### config.mk
export PLATFORM = sky130hd
export DESIGN_NAME = uh_cfg_top
export DESIGN_NICKNAME = d
export VERILOG_FILES = /design/src/include/uh_pkg.sv /design/src/include/uh_ctl_if.sv /design/src/hdl/uh_cfg_top.sv /design/src/hdl/uh_divided_clock_pin.sv /design/src/hdl/uh_irq_out.sv
export VERILOG_INCLUDE_DIRS = /design/src /design/src/include
export SDC_FILE = /design/constraint.sdc
export NUM_CORES = 1
export LEC_CHECK = 0
export BUFFER_PORTS_ARGS = -buffer_cell sky130_fd_sc_hd__buf_2
export CORE_ASPECT_RATIO = 2
export CORE_MARGIN = 3
export CORE_UTILIZATION = 53
export CTS_BUF_LIST = sky130_fd_sc_hd__clkbuf_8
export CTS_CLUSTER_SIZE = 28
export DETAILED_ROUTE_END_ITERATION = 10
export PLACE_DENSITY = 0.85
export SLEW_MARGIN = 20
export SYNTH_ARGS = -nofsm -noshare
export SYNTH_HDL_FRONTEND = slang
export SYNTH_SLANG_ARGS = --single-unit
### constraint.sdc
create_clock -name i_core_clk -period 1.6 [get_ports i_core_clk]
set_input_delay 0.24 -clock i_core_clk [delete_from_list [all_inputs] [get_ports i_core_clk]]
set_output_delay 0.24 -clock i_core_clk [all_outputs]
set_load 0.005 [all_outputs]
### src/include/uh_params.svh
// register codes, field positions, reset values and timing counts
// Overview of operation
// [RL1] mode register written with code b8, read with b9, one data byte.
// [RL2] in 16-bit bus mode the upper byte of a mode write is dropped.
// [RL3] mode resets to 80h; bus reset keeps bits 7, 3, 2, 1 and 0.
// [RL4] writing 1 then 0 to the suspend trigger bit enters suspend.
// [RL5] interrupt master bit gates every interrupt; at 0 none is signalled.
// [RL6] diagnostic mode interrupts on every nak and every transfer error.
// [RL7] normal mode interrupts on bulk ack and isochronous transfer done.
// [RL8] soft pull-up bit attaches the pull-up unless external pull-up set.
// [RL9] in otg mode the local-connect bit drives the d+ pull-up instead.
// [RL10] config register written with ba, read with bb, low byte first.
// [RL11] low byte holds device control, high byte clock control and divider.
// [RL12] bus reset leaves every config register bit unchanged.
// [RL13] config resets to divider 3, slow-clock disable 1, bits 6 and 2 set.
// [RL14] external pull-up bit says the soft pull-up is not used.
// [RL15] slow clock appears on clock pin 2 ms into suspend unless disabled.
// [RL16] keep-clocks 0 stops oscillator and pll 2 ms into suspend.
// [RL17] firmware clears keep-clocks before suspend to meet current limit.
// [RL18] divider field n sets clock output to 48/(n+1) of the base rate; the code gives core clock/(2(n+1)), each half n+1 cycles.
// [RL19] clock output has no glitch when the divider changes.
// [RL20] interrupt bit 1 selects level at 0, 166 ns pulse at 1; the code pulses for 2 cycles, 200 ns.
// [RL21] interrupt bit 0 selects polarity: 0 active low, 1 active high.
// [RL22] bits 6, 5 set dma request/ack polarity; bit 7 ack-only dma mode.
// [RL23] with bit 3 set, low chip-select wakes the device from suspend.
// [RL24] suspend starts on a written 1-to-0 change of the trigger bit.
// [RL25] firmware writes zero to reserved bits, keeps reset reserved values.
`ifndef UH_PARAMS_SVH
`define UH_PARAMS_SVH
`define UH_CMD_MODE_WR     8'hb8
`define UH_CMD_MODE_RD     8'hb9
`define UH_CMD_HW_WR       8'hba
`define UH_CMD_HW_RD       8'hbb
`define UH_MODE_RST        8'h80
`define UH_MODE_BUS_KEEP   8'h8f
`define UH_MODE_SUSP_BIT   5
`define UH_MODE_IRQ_ON_BIT 3
`define UH_MODE_DIAG_BIT   2
`define UH_MODE_SOFT_BIT   0
`define UH_HW_RST          16'h2344
`define UH_HW_WMASK        16'h7fef
`define UH_HW_EXT_PULL_BIT 14
`define UH_HW_SLOW_DIS_BIT 13
`define UH_HW_KEEP_CLK_BIT 12
`define UH_HW_DIV_MSB      11
`define UH_HW_DIV_LSB      8
`define UH_HW_ACK_ONLY_BIT 7
`define UH_HW_REQ_POL_BIT  6
`define UH_HW_ACK_POL_BIT  5
`define UH_HW_CS_WAKE_BIT  3
`define UH_HW_PULSE_BIT    1
`define UH_HW_POL_BIT      0
`define UH_CORE_HZ         10000000
`define UH_CLK_NS          100
`define UH_SUSP_DELAY_NS   2000000
`define UH_SUSP_CYC        (`UH_SUSP_DELAY_NS / `UH_CLK_NS)
`define UH_IRQ_PULSE_NS    166
`define UH_IRQ_PULSE_CYC   ((`UH_IRQ_PULSE_NS + `UH_CLK_NS - 1) / `UH_CLK_NS)
`define UH_SLOW_HZ         115000
`define UH_SLOW_HALF_CYC   (`UH_CORE_HZ / (2 * `UH_SLOW_HZ))
`endif

### src/include/uh_pkg.sv
// state and field types shared by the mode/config block
package uh_pkg;
	typedef enum logic [2:0] {
		uh_st_idle     = 3'b000,
		uh_st_mode_wr  = 3'b001,
		uh_st_hw_wr_lo = 3'b010,
		uh_st_hw_wr_hi = 3'b011,
		uh_st_mode_rd  = 3'b100,
		uh_st_hw_rd_lo = 3'b101,
		uh_st_hw_rd_hi = 3'b110
	} uh_cmd_e;
	typedef enum logic [1:0] {
		uh_su_run   = 2'b00,
		uh_su_wait  = 2'b01,
		uh_su_sleep = 2'b10
	} uh_susp_e;
	typedef logic [3:0] uh_div_t;
endpackage : uh_pkg

### src/include/uh_ctl_if.sv
// control bundle from the register bank to clock and interrupt outputs
`timescale 1ns/100ps
`default_nettype none
interface uh_ctl_if;
	uh_pkg::uh_div_t clk_div;   // divider field n
	logic            clk_run;   // divided clock wanted
	logic            clk_slow;  // slow suspend clock wanted
	logic            irq_evt;   // selected interrupt event, one cycle
	logic            irq_en;    // master interrupt gate
	logic            irq_pulse; // 1 = pulsed signalling
	logic            irq_pol;   // 1 = active high
	logic            irq_clear; // level interrupt acknowledged
	modport ctl (output clk_div, clk_run, clk_slow, irq_evt, irq_en,
		irq_pulse, irq_pol, irq_clear);
	modport clkgen (input clk_div, clk_run, clk_slow);
	modport irqgen (input irq_evt, irq_en, irq_pulse, irq_pol, irq_clear);
endinterface : uh_ctl_if
`default_nettype wire

### src/hdl/uh_cfg_top.sv
// mode and hardware configuration registers of the usb peripheral
`timescale 1ns/100ps
`default_nettype none
`include "uh_params.svh"
module uh_cfg_top #(
	parameter int SUSP_CYC = `UH_SUSP_CYC
) (
	input  wire logic        i_core_clk,
	input  wire logic        i_reset_n,
	input  wire logic        i_usb_bus_reset,
	input  wire logic        i_bus_16bit,
	input  wire logic        i_cmd_valid,
	input  wire logic        i_data_wr,
	input  wire logic        i_data_rd,
	input  wire logic [15:0] i_wdata,
	output logic      [15:0] o_rdata,
	input  wire logic        i_otg_mode,
	input  wire logic        i_local_connect,
	input  wire logic        i_evt_ack_bulk,
	input  wire logic        i_evt_iso_done,
	input  wire logic        i_evt_nak,
	input  wire logic        i_evt_err,
	input  wire logic        i_irq_clear,
	input  wire logic        i_resume,
	input  wire logic        i_cs_n,
	input  wire logic        i_dma_request,
	input  wire logic        i_dma_ack_pin,
	output logic             o_dma_request_pin,
	output logic             o_dma_ack,
	output logic             o_ack_only_dma_mode,
	output logic             o_port1_dplus_pullup,
	output logic             o_divided_clock_pin,
	output logic             o_peripheral_irq_pin,
	output logic             o_suspended,
	output logic             o_osc_pll_stop,
	output logic             o_remote_wakeup
);
	localparam int SW = $clog2(SUSP_CYC + 1);
	localparam logic [SW-1:0] SUSP_LAST = SW'(SUSP_CYC - 1);

	uh_pkg::uh_cmd_e  cmd_q;
	uh_pkg::uh_cmd_e  cmd_d;
	uh_pkg::uh_susp_e susp_q;
	logic [7:0]       mode_q;
	logic [15:0]      hw_q;
	logic [7:0]       hw_lo_q;
	logic [SW-1:0]    scnt_q;
	logic             wr_go;
	logic             rd_go;
	logic             mode_wr_go;
	logic             hw_wr_go;
	logic [15:0]      hw_wdata;
	logic             susp_req;
	logic             cs_wake;
	logic             wake;

	uh_ctl_if ctl_bus ();

	// -----------------------------------------------------------------
	// command decoding
	// -----------------------------------------------------------------
	// codes outside this bank leave the sequencer idle; other banks
	// answer them, so nothing here reacts to their data bytes
	function automatic uh_pkg::uh_cmd_e cmd_decode(input logic [7:0] code);
		uh_pkg::uh_cmd_e st;
		st = uh_pkg::uh_st_idle;
		unique case (code)
			`UH_CMD_MODE_WR: st = uh_pkg::uh_st_mode_wr;   // [RL1]
			`UH_CMD_MODE_RD: st = uh_pkg::uh_st_mode_rd;   // [RL1]
			`UH_CMD_HW_WR:   st = uh_pkg::uh_st_hw_wr_lo;  // [RL10]
			`UH_CMD_HW_RD:   st = uh_pkg::uh_st_hw_rd_lo;  // [RL10]
			default:         st = uh_pkg::uh_st_idle;
		endcase
		return st;
	endfunction : cmd_decode

	// read data presented for a given sequencer state
	function automatic logic [15:0] read_word(
		input uh_pkg::uh_cmd_e st,
		input logic [7:0]      mode,
		input logic [15:0]     hw,
		input logic            wide
	);
		logic [15:0] w;
		w = 16'h0000;
		unique case (st)
			uh_pkg::uh_st_mode_rd:  w = {8'h00, mode};           // [RL2]
			uh_pkg::uh_st_hw_rd_lo: w = wide ? hw : {8'h00, hw[7:0]};
			uh_pkg::uh_st_hw_rd_hi: w = {8'h00, hw[15:8]};       // [RL11]
			default:                w = 16'h0000;
		endcase
		return w;
	endfunction : read_word

	// -----------------------------------------------------------------
	// transfer sequencer
	// -----------------------------------------------------------------
	// a command strobe always wins, so a new code aborts an open transfer
	assign wr_go = i_data_wr & !i_cmd_valid;
	assign rd_go = i_data_rd & !i_cmd_valid;

	always_comb
	begin
		cmd_d = cmd_q;
		if (i_cmd_valid)
			cmd_d = cmd_decode(i_wdata[7:0]);
		else
		begin
			unique case (cmd_q)
				uh_pkg::uh_st_idle: cmd_d = cmd_q;
				uh_pkg::uh_st_mode_wr:
					if (i_data_wr) cmd_d = uh_pkg::uh_st_idle;
				uh_pkg::uh_st_hw_wr_lo:
					if (i_data_wr)
						cmd_d = i_bus_16bit ? uh_pkg::uh_st_idle
							: uh_pkg::uh_st_hw_wr_hi;          // [RL10]
				uh_pkg::uh_st_hw_wr_hi:
					if (i_data_wr) cmd_d = uh_pkg::uh_st_idle;
				uh_pkg::uh_st_mode_rd:
					if (i_data_rd) cmd_d = uh_pkg::uh_st_idle;
				uh_pkg::uh_st_hw_rd_lo:
					if (i_data_rd)
						cmd_d = i_bus_16bit ? uh_pkg::uh_st_idle
							: uh_pkg::uh_st_hw_rd_hi;          // [RL10]
				uh_pkg::uh_st_hw_rd_hi:
					if (i_data_rd) cmd_d = uh_pkg::uh_st_idle;
				default: cmd_d = uh_pkg::uh_st_idle;
			endcase
		end
	end

	always_ff @(posedge i_core_clk)
	begin
		if (!i_reset_n)
			cmd_q <= uh_pkg::uh_st_idle;
		else
			cmd_q <= cmd_d;
	end

	// read data follows the next state so it stands from the edge after
	// the command or the previous byte
	always_ff @(posedge i_core_clk)
	begin
		if (!i_reset_n)
			o_rdata <= 16'h0000;
		else
			o_rdata <= read_word(cmd_d, mode_q, hw_q, i_bus_16bit);
	end

	// -----------------------------------------------------------------
	// mode register
	// -----------------------------------------------------------------
	assign mode_wr_go = wr_go && (cmd_q == uh_pkg::uh_st_mode_wr);
	// only a written 1-to-0 change counts; bus reset clearing the bit
	// or a repeated 0 write does not start suspend
	assign susp_req = mode_wr_go && mode_q[`UH_MODE_SUSP_BIT]
		&& !i_wdata[`UH_MODE_SUSP_BIT];                          // [RL4] [RL24]

	always_ff @(posedge i_core_clk)
	begin
		if (!i_reset_n)
			mode_q <= `UH_MODE_RST;                               // [RL3]
		else if (mode_wr_go)
			mode_q <= i_wdata[7:0];                               // [RL2]
		else if (i_usb_bus_reset)
			mode_q <= mode_q & `UH_MODE_BUS_KEEP;                 // [RL3]
	end

	// -----------------------------------------------------------------
	// hardware configuration register
	// -----------------------------------------------------------------
	// both bytes land together so the divider never sees half a value
	assign hw_wr_go = wr_go && ((cmd_q == uh_pkg::uh_st_hw_wr_hi)
		|| (cmd_q == uh_pkg::uh_st_hw_wr_lo && i_bus_16bit));
	assign hw_wdata = (cmd_q == uh_pkg::uh_st_hw_wr_hi)
		? {i_wdata[7:0], hw_lo_q} : i_wdata;                     // [RL10]

	always_ff @(posedge i_core_clk)
	begin
		if (!i_reset_n)
			hw_lo_q <= 8'h00;
		else if (wr_go && !i_bus_16bit
			&& cmd_q == uh_pkg::uh_st_hw_wr_lo)
			hw_lo_q <= i_wdata[7:0];
	end

	// bus reset is not an input here at all
	always_ff @(posedge i_core_clk)
	begin
		if (!i_reset_n)
			hw_q <= `UH_HW_RST;                                   // [RL13]
		else if (hw_wr_go)
			hw_q <= hw_wdata & `UH_HW_WMASK;                      // [RL11] [RL12]
	end

	// -----------------------------------------------------------------
	// suspend sequencing
	// -----------------------------------------------------------------
	assign cs_wake = hw_q[`UH_HW_CS_WAKE_BIT] && !i_cs_n
		&& (susp_q != uh_pkg::uh_su_run);                        // [RL23]
	assign wake = i_resume | i_usb_bus_reset | cs_wake;

	always_ff @(posedge i_core_clk)
	begin
		if (!i_reset_n)
		begin
			susp_q <= uh_pkg::uh_su_run;
			scnt_q <= '0;
		end
		else
		begin
			unique case (susp_q)
				uh_pkg::uh_su_run:
					if (susp_req)
					begin
						susp_q <= uh_pkg::uh_su_wait;              // [RL4]
						scnt_q <= '0;
					end
				uh_pkg::uh_su_wait:
					if (wake)
						susp_q <= uh_pkg::uh_su_run;
					else if (scnt_q == SUSP_LAST)
						susp_q <= uh_pkg::uh_su_sleep;             // [RL15] [RL16]
					else
						scnt_q <= scnt_q + SW'(1);
				uh_pkg::uh_su_sleep:
					if (wake)
						susp_q <= uh_pkg::uh_su_run;
				default: susp_q <= uh_pkg::uh_su_run;
			endcase
		end
	end

	// -----------------------------------------------------------------
	// clock and interrupt controls
	// -----------------------------------------------------------------
	// firmware is trusted to clear keep-clocks before suspending; if it
	// does not, the oscillator simply keeps running
	assign ctl_bus.clk_div   = hw_q[`UH_HW_DIV_MSB:`UH_HW_DIV_LSB];
	assign ctl_bus.clk_run   = (susp_q != uh_pkg::uh_su_sleep);
	assign ctl_bus.clk_slow  = (susp_q == uh_pkg::uh_su_sleep)
		&& !hw_q[`UH_HW_SLOW_DIS_BIT];                           // [RL15]
	assign ctl_bus.irq_evt   = mode_q[`UH_MODE_DIAG_BIT]
		? (i_evt_nak | i_evt_err)                                // [RL6]
		: (i_evt_ack_bulk | i_evt_iso_done);                     // [RL7]
	assign ctl_bus.irq_en    = mode_q[`UH_MODE_IRQ_ON_BIT];      // [RL5]
	assign ctl_bus.irq_pulse = hw_q[`UH_HW_PULSE_BIT];
	assign ctl_bus.irq_pol   = hw_q[`UH_HW_POL_BIT];
	assign ctl_bus.irq_clear = i_irq_clear;

	uh_divided_clock_pin u_divided_clock_pin (
		.i_core_clk (i_core_clk),
		.i_reset_n  (i_reset_n),
		.ctl        (ctl_bus.clkgen),
		.o_clk_pin  (o_divided_clock_pin)
	);

	uh_irq_out u_irq (
		.i_core_clk (i_core_clk),
		.i_reset_n  (i_reset_n),
		.ctl        (ctl_bus.irqgen),
		.o_irq_pin  (o_peripheral_irq_pin)
	);

	// -----------------------------------------------------------------
	// pin outputs
	// -----------------------------------------------------------------
	// registered pins; reset values follow the register reset state
	always_ff @(posedge i_core_clk)
	begin
		if (!i_reset_n)
		begin
			o_dma_request_pin    <= 1'b0;
			o_dma_ack            <= 1'b0;
			o_ack_only_dma_mode  <= 1'b0;
			o_port1_dplus_pullup <= 1'b0;
			o_suspended          <= 1'b0;
			o_osc_pll_stop       <= 1'b0;
			o_remote_wakeup      <= 1'b0;
		end
		else
		begin
			o_dma_request_pin <= hw_q[`UH_HW_REQ_POL_BIT]
				? i_dma_request : !i_dma_request;                // [RL22]
			o_dma_ack <= hw_q[`UH_HW_ACK_POL_BIT]
				? i_dma_ack_pin : !i_dma_ack_pin;                // [RL22]
			o_ack_only_dma_mode <= hw_q[`UH_HW_ACK_ONLY_BIT];    // [RL22]
			o_port1_dplus_pullup <= i_otg_mode ? i_local_connect // [RL9]
				: (!hw_q[`UH_HW_EXT_PULL_BIT]
				&& mode_q[`UH_MODE_SOFT_BIT]);                   // [RL8] [RL14]
			o_suspended <= (susp_q != uh_pkg::uh_su_run);
			o_osc_pll_stop <= (susp_q == uh_pkg::uh_su_sleep)
				&& !hw_q[`UH_HW_KEEP_CLK_BIT];                   // [RL16]
			o_remote_wakeup <= cs_wake;                          // [RL23]
		end
	end
endmodule : uh_cfg_top
`default_nettype wire

### src/hdl/uh_divided_clock_pin.sv
// glitch-free divided clock output with slow suspend clock option
`timescale 1ns/100ps
`default_nettype none
`include "uh_params.svh"
module uh_divided_clock_pin (
	input  wire logic  i_core_clk,
	input  wire logic  i_reset_n,
	uh_ctl_if.clkgen   ctl,
	output logic       o_clk_pin
);
	localparam logic [5:0] SLOW_HALF = 6'(`UH_SLOW_HALF_CYC - 1);
	logic [5:0] cnt_q;
	logic [5:0] half_q;
	logic       on_q;
	logic       wrap;

	assign wrap = (cnt_q == half_q);

	// -----------------------------------------------------------------
	// half-period counter
	// -----------------------------------------------------------------
	// new settings load only at the end of a high half or at a wrap while the pin
	// is stopped low, so every half period runs complete and no runt pulse can reach the pin
	always_ff @(posedge i_core_clk)
	begin
		if (!i_reset_n)
		begin
			cnt_q     <= 6'h00;
			half_q    <= 6'h00;
			on_q      <= 1'b0;
			o_clk_pin <= 1'b0;
		end
		else if (!wrap)
			cnt_q <= cnt_q + 6'h01;
		else
		begin
			cnt_q <= 6'h00;
			if (on_q && !o_clk_pin)
				o_clk_pin <= 1'b1;
			else
			begin
				o_clk_pin <= 1'b0;
				half_q    <= ctl.clk_slow ? SLOW_HALF : {2'b00, ctl.clk_div}; // [RL18]
				on_q      <= ctl.clk_run | ctl.clk_slow;
			end
		end
	end
endmodule : uh_divided_clock_pin
`default_nettype wire

### src/hdl/uh_irq_out.sv
// interrupt pin shaping: gate, level or pulse, polarity
`timescale 1ns/100ps
`default_nettype none
`include "uh_params.svh"
module uh_irq_out (
	input  wire logic  i_core_clk,
	input  wire logic  i_reset_n,
	uh_ctl_if.irqgen   ctl,
	output logic       o_irq_pin
);
	localparam logic [1:0] PULSE_CYC = 2'(`UH_IRQ_PULSE_CYC);
	logic [1:0] pcnt_q;
	logic       lvl_q;
	logic       act;
	logic       fire;

	assign fire = ctl.irq_evt & ctl.irq_en;                     // [RL5]
	assign act  = ctl.irq_en & (ctl.irq_pulse ? (pcnt_q != 2'h0) : lvl_q);

	// level latch: a new event wins over an acknowledge in the same cycle
	always_ff @(posedge i_core_clk)
	begin
		if (!i_reset_n)
			lvl_q <= 1'b0;
		else if (fire)
			lvl_q <= 1'b1;
		else if (ctl.irq_clear)
			lvl_q <= 1'b0;
	end

	// pulse timer, restarted by each event
	always_ff @(posedge i_core_clk)
	begin
		if (!i_reset_n)
			pcnt_q <= 2'h0;
		else if (fire && ctl.irq_pulse)
			pcnt_q <= PULSE_CYC;                                  // [RL20]
		else if (pcnt_q != 2'h0)
			pcnt_q <= pcnt_q - 2'h1;
	end

	// registered pin; idles high because reset polarity is active low
	always_ff @(posedge i_core_clk)
	begin
		if (!i_reset_n)
			o_irq_pin <= 1'b1;
		else
			o_irq_pin <= ctl.irq_pol ? act : !act;               // [RL21]
	end
endmodule : uh_irq_out
`default_nettype wire

==> results.yml <==
global_route:
  overflow: 0
  grt_pass1_vias: 3738
  grt_pass1_wl_um: 18700
  antenna_found_initial: 0
  grt_max_degree: 20
  grt_usage_pct: 29.6
placement:
  io_buffers: 56
  gp_congestion: 0.864
  dp.cells: 595
  dpl_cell_area_mm2: 0.00472
  post-place-ws_ns: -0.375
  hpwlAfterDp_um: 8090
drt:
  vias: 3769
  wirelength_um: 13400
  routedWlPerCell_um: 21.4
  ant_nets: 0
  first_pass_iters: 5
  via_per_inst: 6.01
  drc: 0
  drt_iter0_drc: 305
critical_path:
  worstRegToRegCells: 5
  reg2reg_to: "u_divided_clock_pin.half_q[2]"
  rr_startpoint: "u_divided_clock_pin.half_q[3]"
  critPathMaxStageDelay_ns: 0.46
  cp.required_ns: 1.91
  worstPathArrival_ns: 2.18
  path_max_fanout: 6
  crit_chain: "xor2_1 > nor4_2 > or3b_4 > or3b_1 > a21boi_2"
  reg2reg_slack_ns: -0.26
  critPathKind: "reg2reg"
  cpMaxStageDelayCell: "or3b_4"
  cp-end-kind: "flip-flop"
  cp-start-kind: "flip-flop"
sta:
  setup_viol: 40
  finalMaxSlewViolations: 0
  holdWs_ns: 0.139
  finalClockSkew_ns: 0.00793
  fmaxAchievable_ghz: 0.537
  worst_slack_ns: -0.264
  fin_crit_ns: 1.86
  rsz0062_at_grt: "yes"
  period_share_pct: 116
  hold_viol: 0
worst_hold_path:
  min-delay-start: "i_local_connect"
  hold_path_depth: 3
  hold_end: "o_port1_dplus_pullup"
  hp-class: "in2reg"
die:
  dieArea_mm2: 0.00850
  num_rows: 43
  start_util_pct: 55.4
  io_pins: 59
  chipHeight_um: 127
  die_x_um: 66.7
  coreArea_mm2: 0.00705
power_and_ir_drop:
  ir_worst_vdd_mv: 0.538
  powerDensity_mw_per_mm2: 907
  leakage_uw: 0.00245
logic_synthesis:
  netlist-cell-type-count: 61
  synth-edff-count: 0
  netlist_area_mm2: 0.00391
  yosysSeqAreaShare_pct: 45.1
  async_flop_share_pct: 0
  synth_ff_type: "dfxtp_1"
  netlist_instances: 412
  ys_seq_elements: 88
  synth_warnings: 0
  avgSynthCellArea_um2: 9.48
  syn-num-nets: 448
finish:
  drive_above_1_share_pct: 42.6
  n_fill_cell: 408
  layout_common_cells: "dfxtp_1 (76), buf_4 (56), buf_2 (56)"
  num_antenna_cells: 0
  mostFrequentLayoutCell: "dfxtp_1"
  regArea_mm2: 0.00178
  multi_input_area_mm2: 0.00241
  fin_nets: 568
  stdcell_count: 627
  area_growth_pct: 39.7
  postLayoutCellArea_mm2: 0.00546
  utilization_pct: 77.5
clock_network:
  cts_buffers: 9
  cts.clk_slew.worst_paths_ns: 0.09
  cts_hold_buf: 0
  h-tree-depth: 3
  clkSinkCount: 88
  cts_buffer_depth: 2
  cts-root-buf: "clkbuf_8"
  cts_tree: "yes"
  clock_latency_ns: 0.37
outcome:
  violations: "setup timing"
  outcome: "finished, violations left"
run:
  maxCapViolCount: 0
==> what timing repair did <==
item                       CTS  global route
gates resized for setup     41            62
pin swaps                   24            27
setup endpoints to repair   39            52
cloned                       2             1
setup buffers                6             9
==> worst max-delay path: cells and delay by family, from the launching register on <==
family | cells | cell delay [ns]
AOI/OAI and AO/OA | 1 | 0.12
xor gates and xnor gates | 1 | 0.16
DFF | 1 | 0.33
and+or+nand+nor | 3 | 1.19
==> area by class of cell <==
class | count | area share (%)
multi-input cells | 294 | 44.2
flip-flops and latches | 88 | 32.6
repair buffers | 129 | 16.8
clock buffers | 10 | 2.52
well taps | 90 | 2.06
clock inverters | 6 | 1.10
inverters | 10 | 0.687
==> per-layer routing <==
layer	GRT usage, %	routed length (um)	share of wire [%]
met5	0	0	0
met4	17.7	1160	8.6
met3	5.72	698	5.2
met2	56.0	7260	54
met1	27.5	4310	32
==> cell usage after synthesis (all sizes together) (4+ instances only) <==
| library cell | n | share of area [%] |
|---|---|---|
| nor2b | 14 | 2.2 |
| mux2i | 27 | 6.9 |
| and3 | 10 | 1.6 |
| inv | 10 | 0.96 |
| clkbuf | 13 | 1.2 |
| nor2 | 36 | 3.6 |
| a21boi | 13 | 2.7 |
| o21ai | 7 | 0.90 |
| xor2 | 7 | 1.6 |
| nor3b | 5 | 0.96 |
| a211oi | 7 | 1.7 |
| buf | 7 | 1.3 |
| nand2 | 37 | 3.6 |
| and2 | 4 | 0.64 |
| xnor2 | 19 | 4.3 |
| nand3 | 19 | 2.4 |
| or3b | 5 | 1.1 |
| nor3 | 11 | 1.5 |
| o211ai | 5 | 0.96 |
| nor4 | 6 | 1.5 |
| dfxtp | 88 | 45 |
| nand3b | 4 | 0.77 |
| a21oi | 8 | 1.0 |
| o211a | 9 | 2.3 |
==> kinds of logic (layout without fill, tap and decap cells) <==
family	after synthesis	count (layout)	synth area share, %
simple gates	174	174	24.8
flops	88	88	45.1
compound gates	64	64	13.2
buf+inv	30	155	3.49
mux	27	27	6.92
xor+xnor	26	26	5.83
fa+ha+maj	2	2	0.640
other cells	1	1	0.0960
==> worst max-delay path by stage <==
stage          slack, ns                             to                     startpoint  cells after the start
3_3_place_gp       -0.28                     o_rdata[1]                       cmd_q[1]                      6
5_1_grt            -0.30  u_divided_clock_pin.half_q[2]  u_divided_clock_pin.half_q[3]                      5
6_report           -0.26  u_divided_clock_pin.half_q[2]  u_divided_clock_pin.half_q[3]                      5
2_1_floorplan      -0.17  u_divided_clock_pin.half_q[0]  u_divided_clock_pin.half_q[0]                      6
4_1_cts            -0.18  u_divided_clock_pin.half_q[2]  u_divided_clock_pin.half_q[3]                      5
3_5_place_dp       -0.37                     o_rdata[1]                       cmd_q[1]                      6
==> power by group <==
part,switching (uW),internal [uW],leakage [uW]
clock network,805,756,0.000103
logic,510,552,0.00162
registers,58.5,2270,0.000717
total,1370,3580,0.00245
==> registers in the layout, indices dropped and copies added, names as in the netlist, 2 cells and up <==
name	flops
o_rdata	15
scnt_q	15
hw_q	14
mode_q	8
hw_lo_q	7
u_divided_clock_pin.cnt_q	6
u_divided_clock_pin.half_q	5
cmd_q	3
susp_q	2
u_irq.pcnt_q	2
==> metrics by stage <==
| step | power [uW] | TNS [ns] |
|---|---|---|
| 3_3_place_gp | 3110 | -2.09 |
| 6_report | 4950 | -4.09 |
| 2_1_floorplan | 2920 | -0.754 |
| 5_1_grt | 5090 | -6.01 |
| 3_5_place_dp | 3140 | -4.05 |
| 4_1_cts | 4750 | -2.39 |
Note: power is estimated with default switching activity, not from simulation.
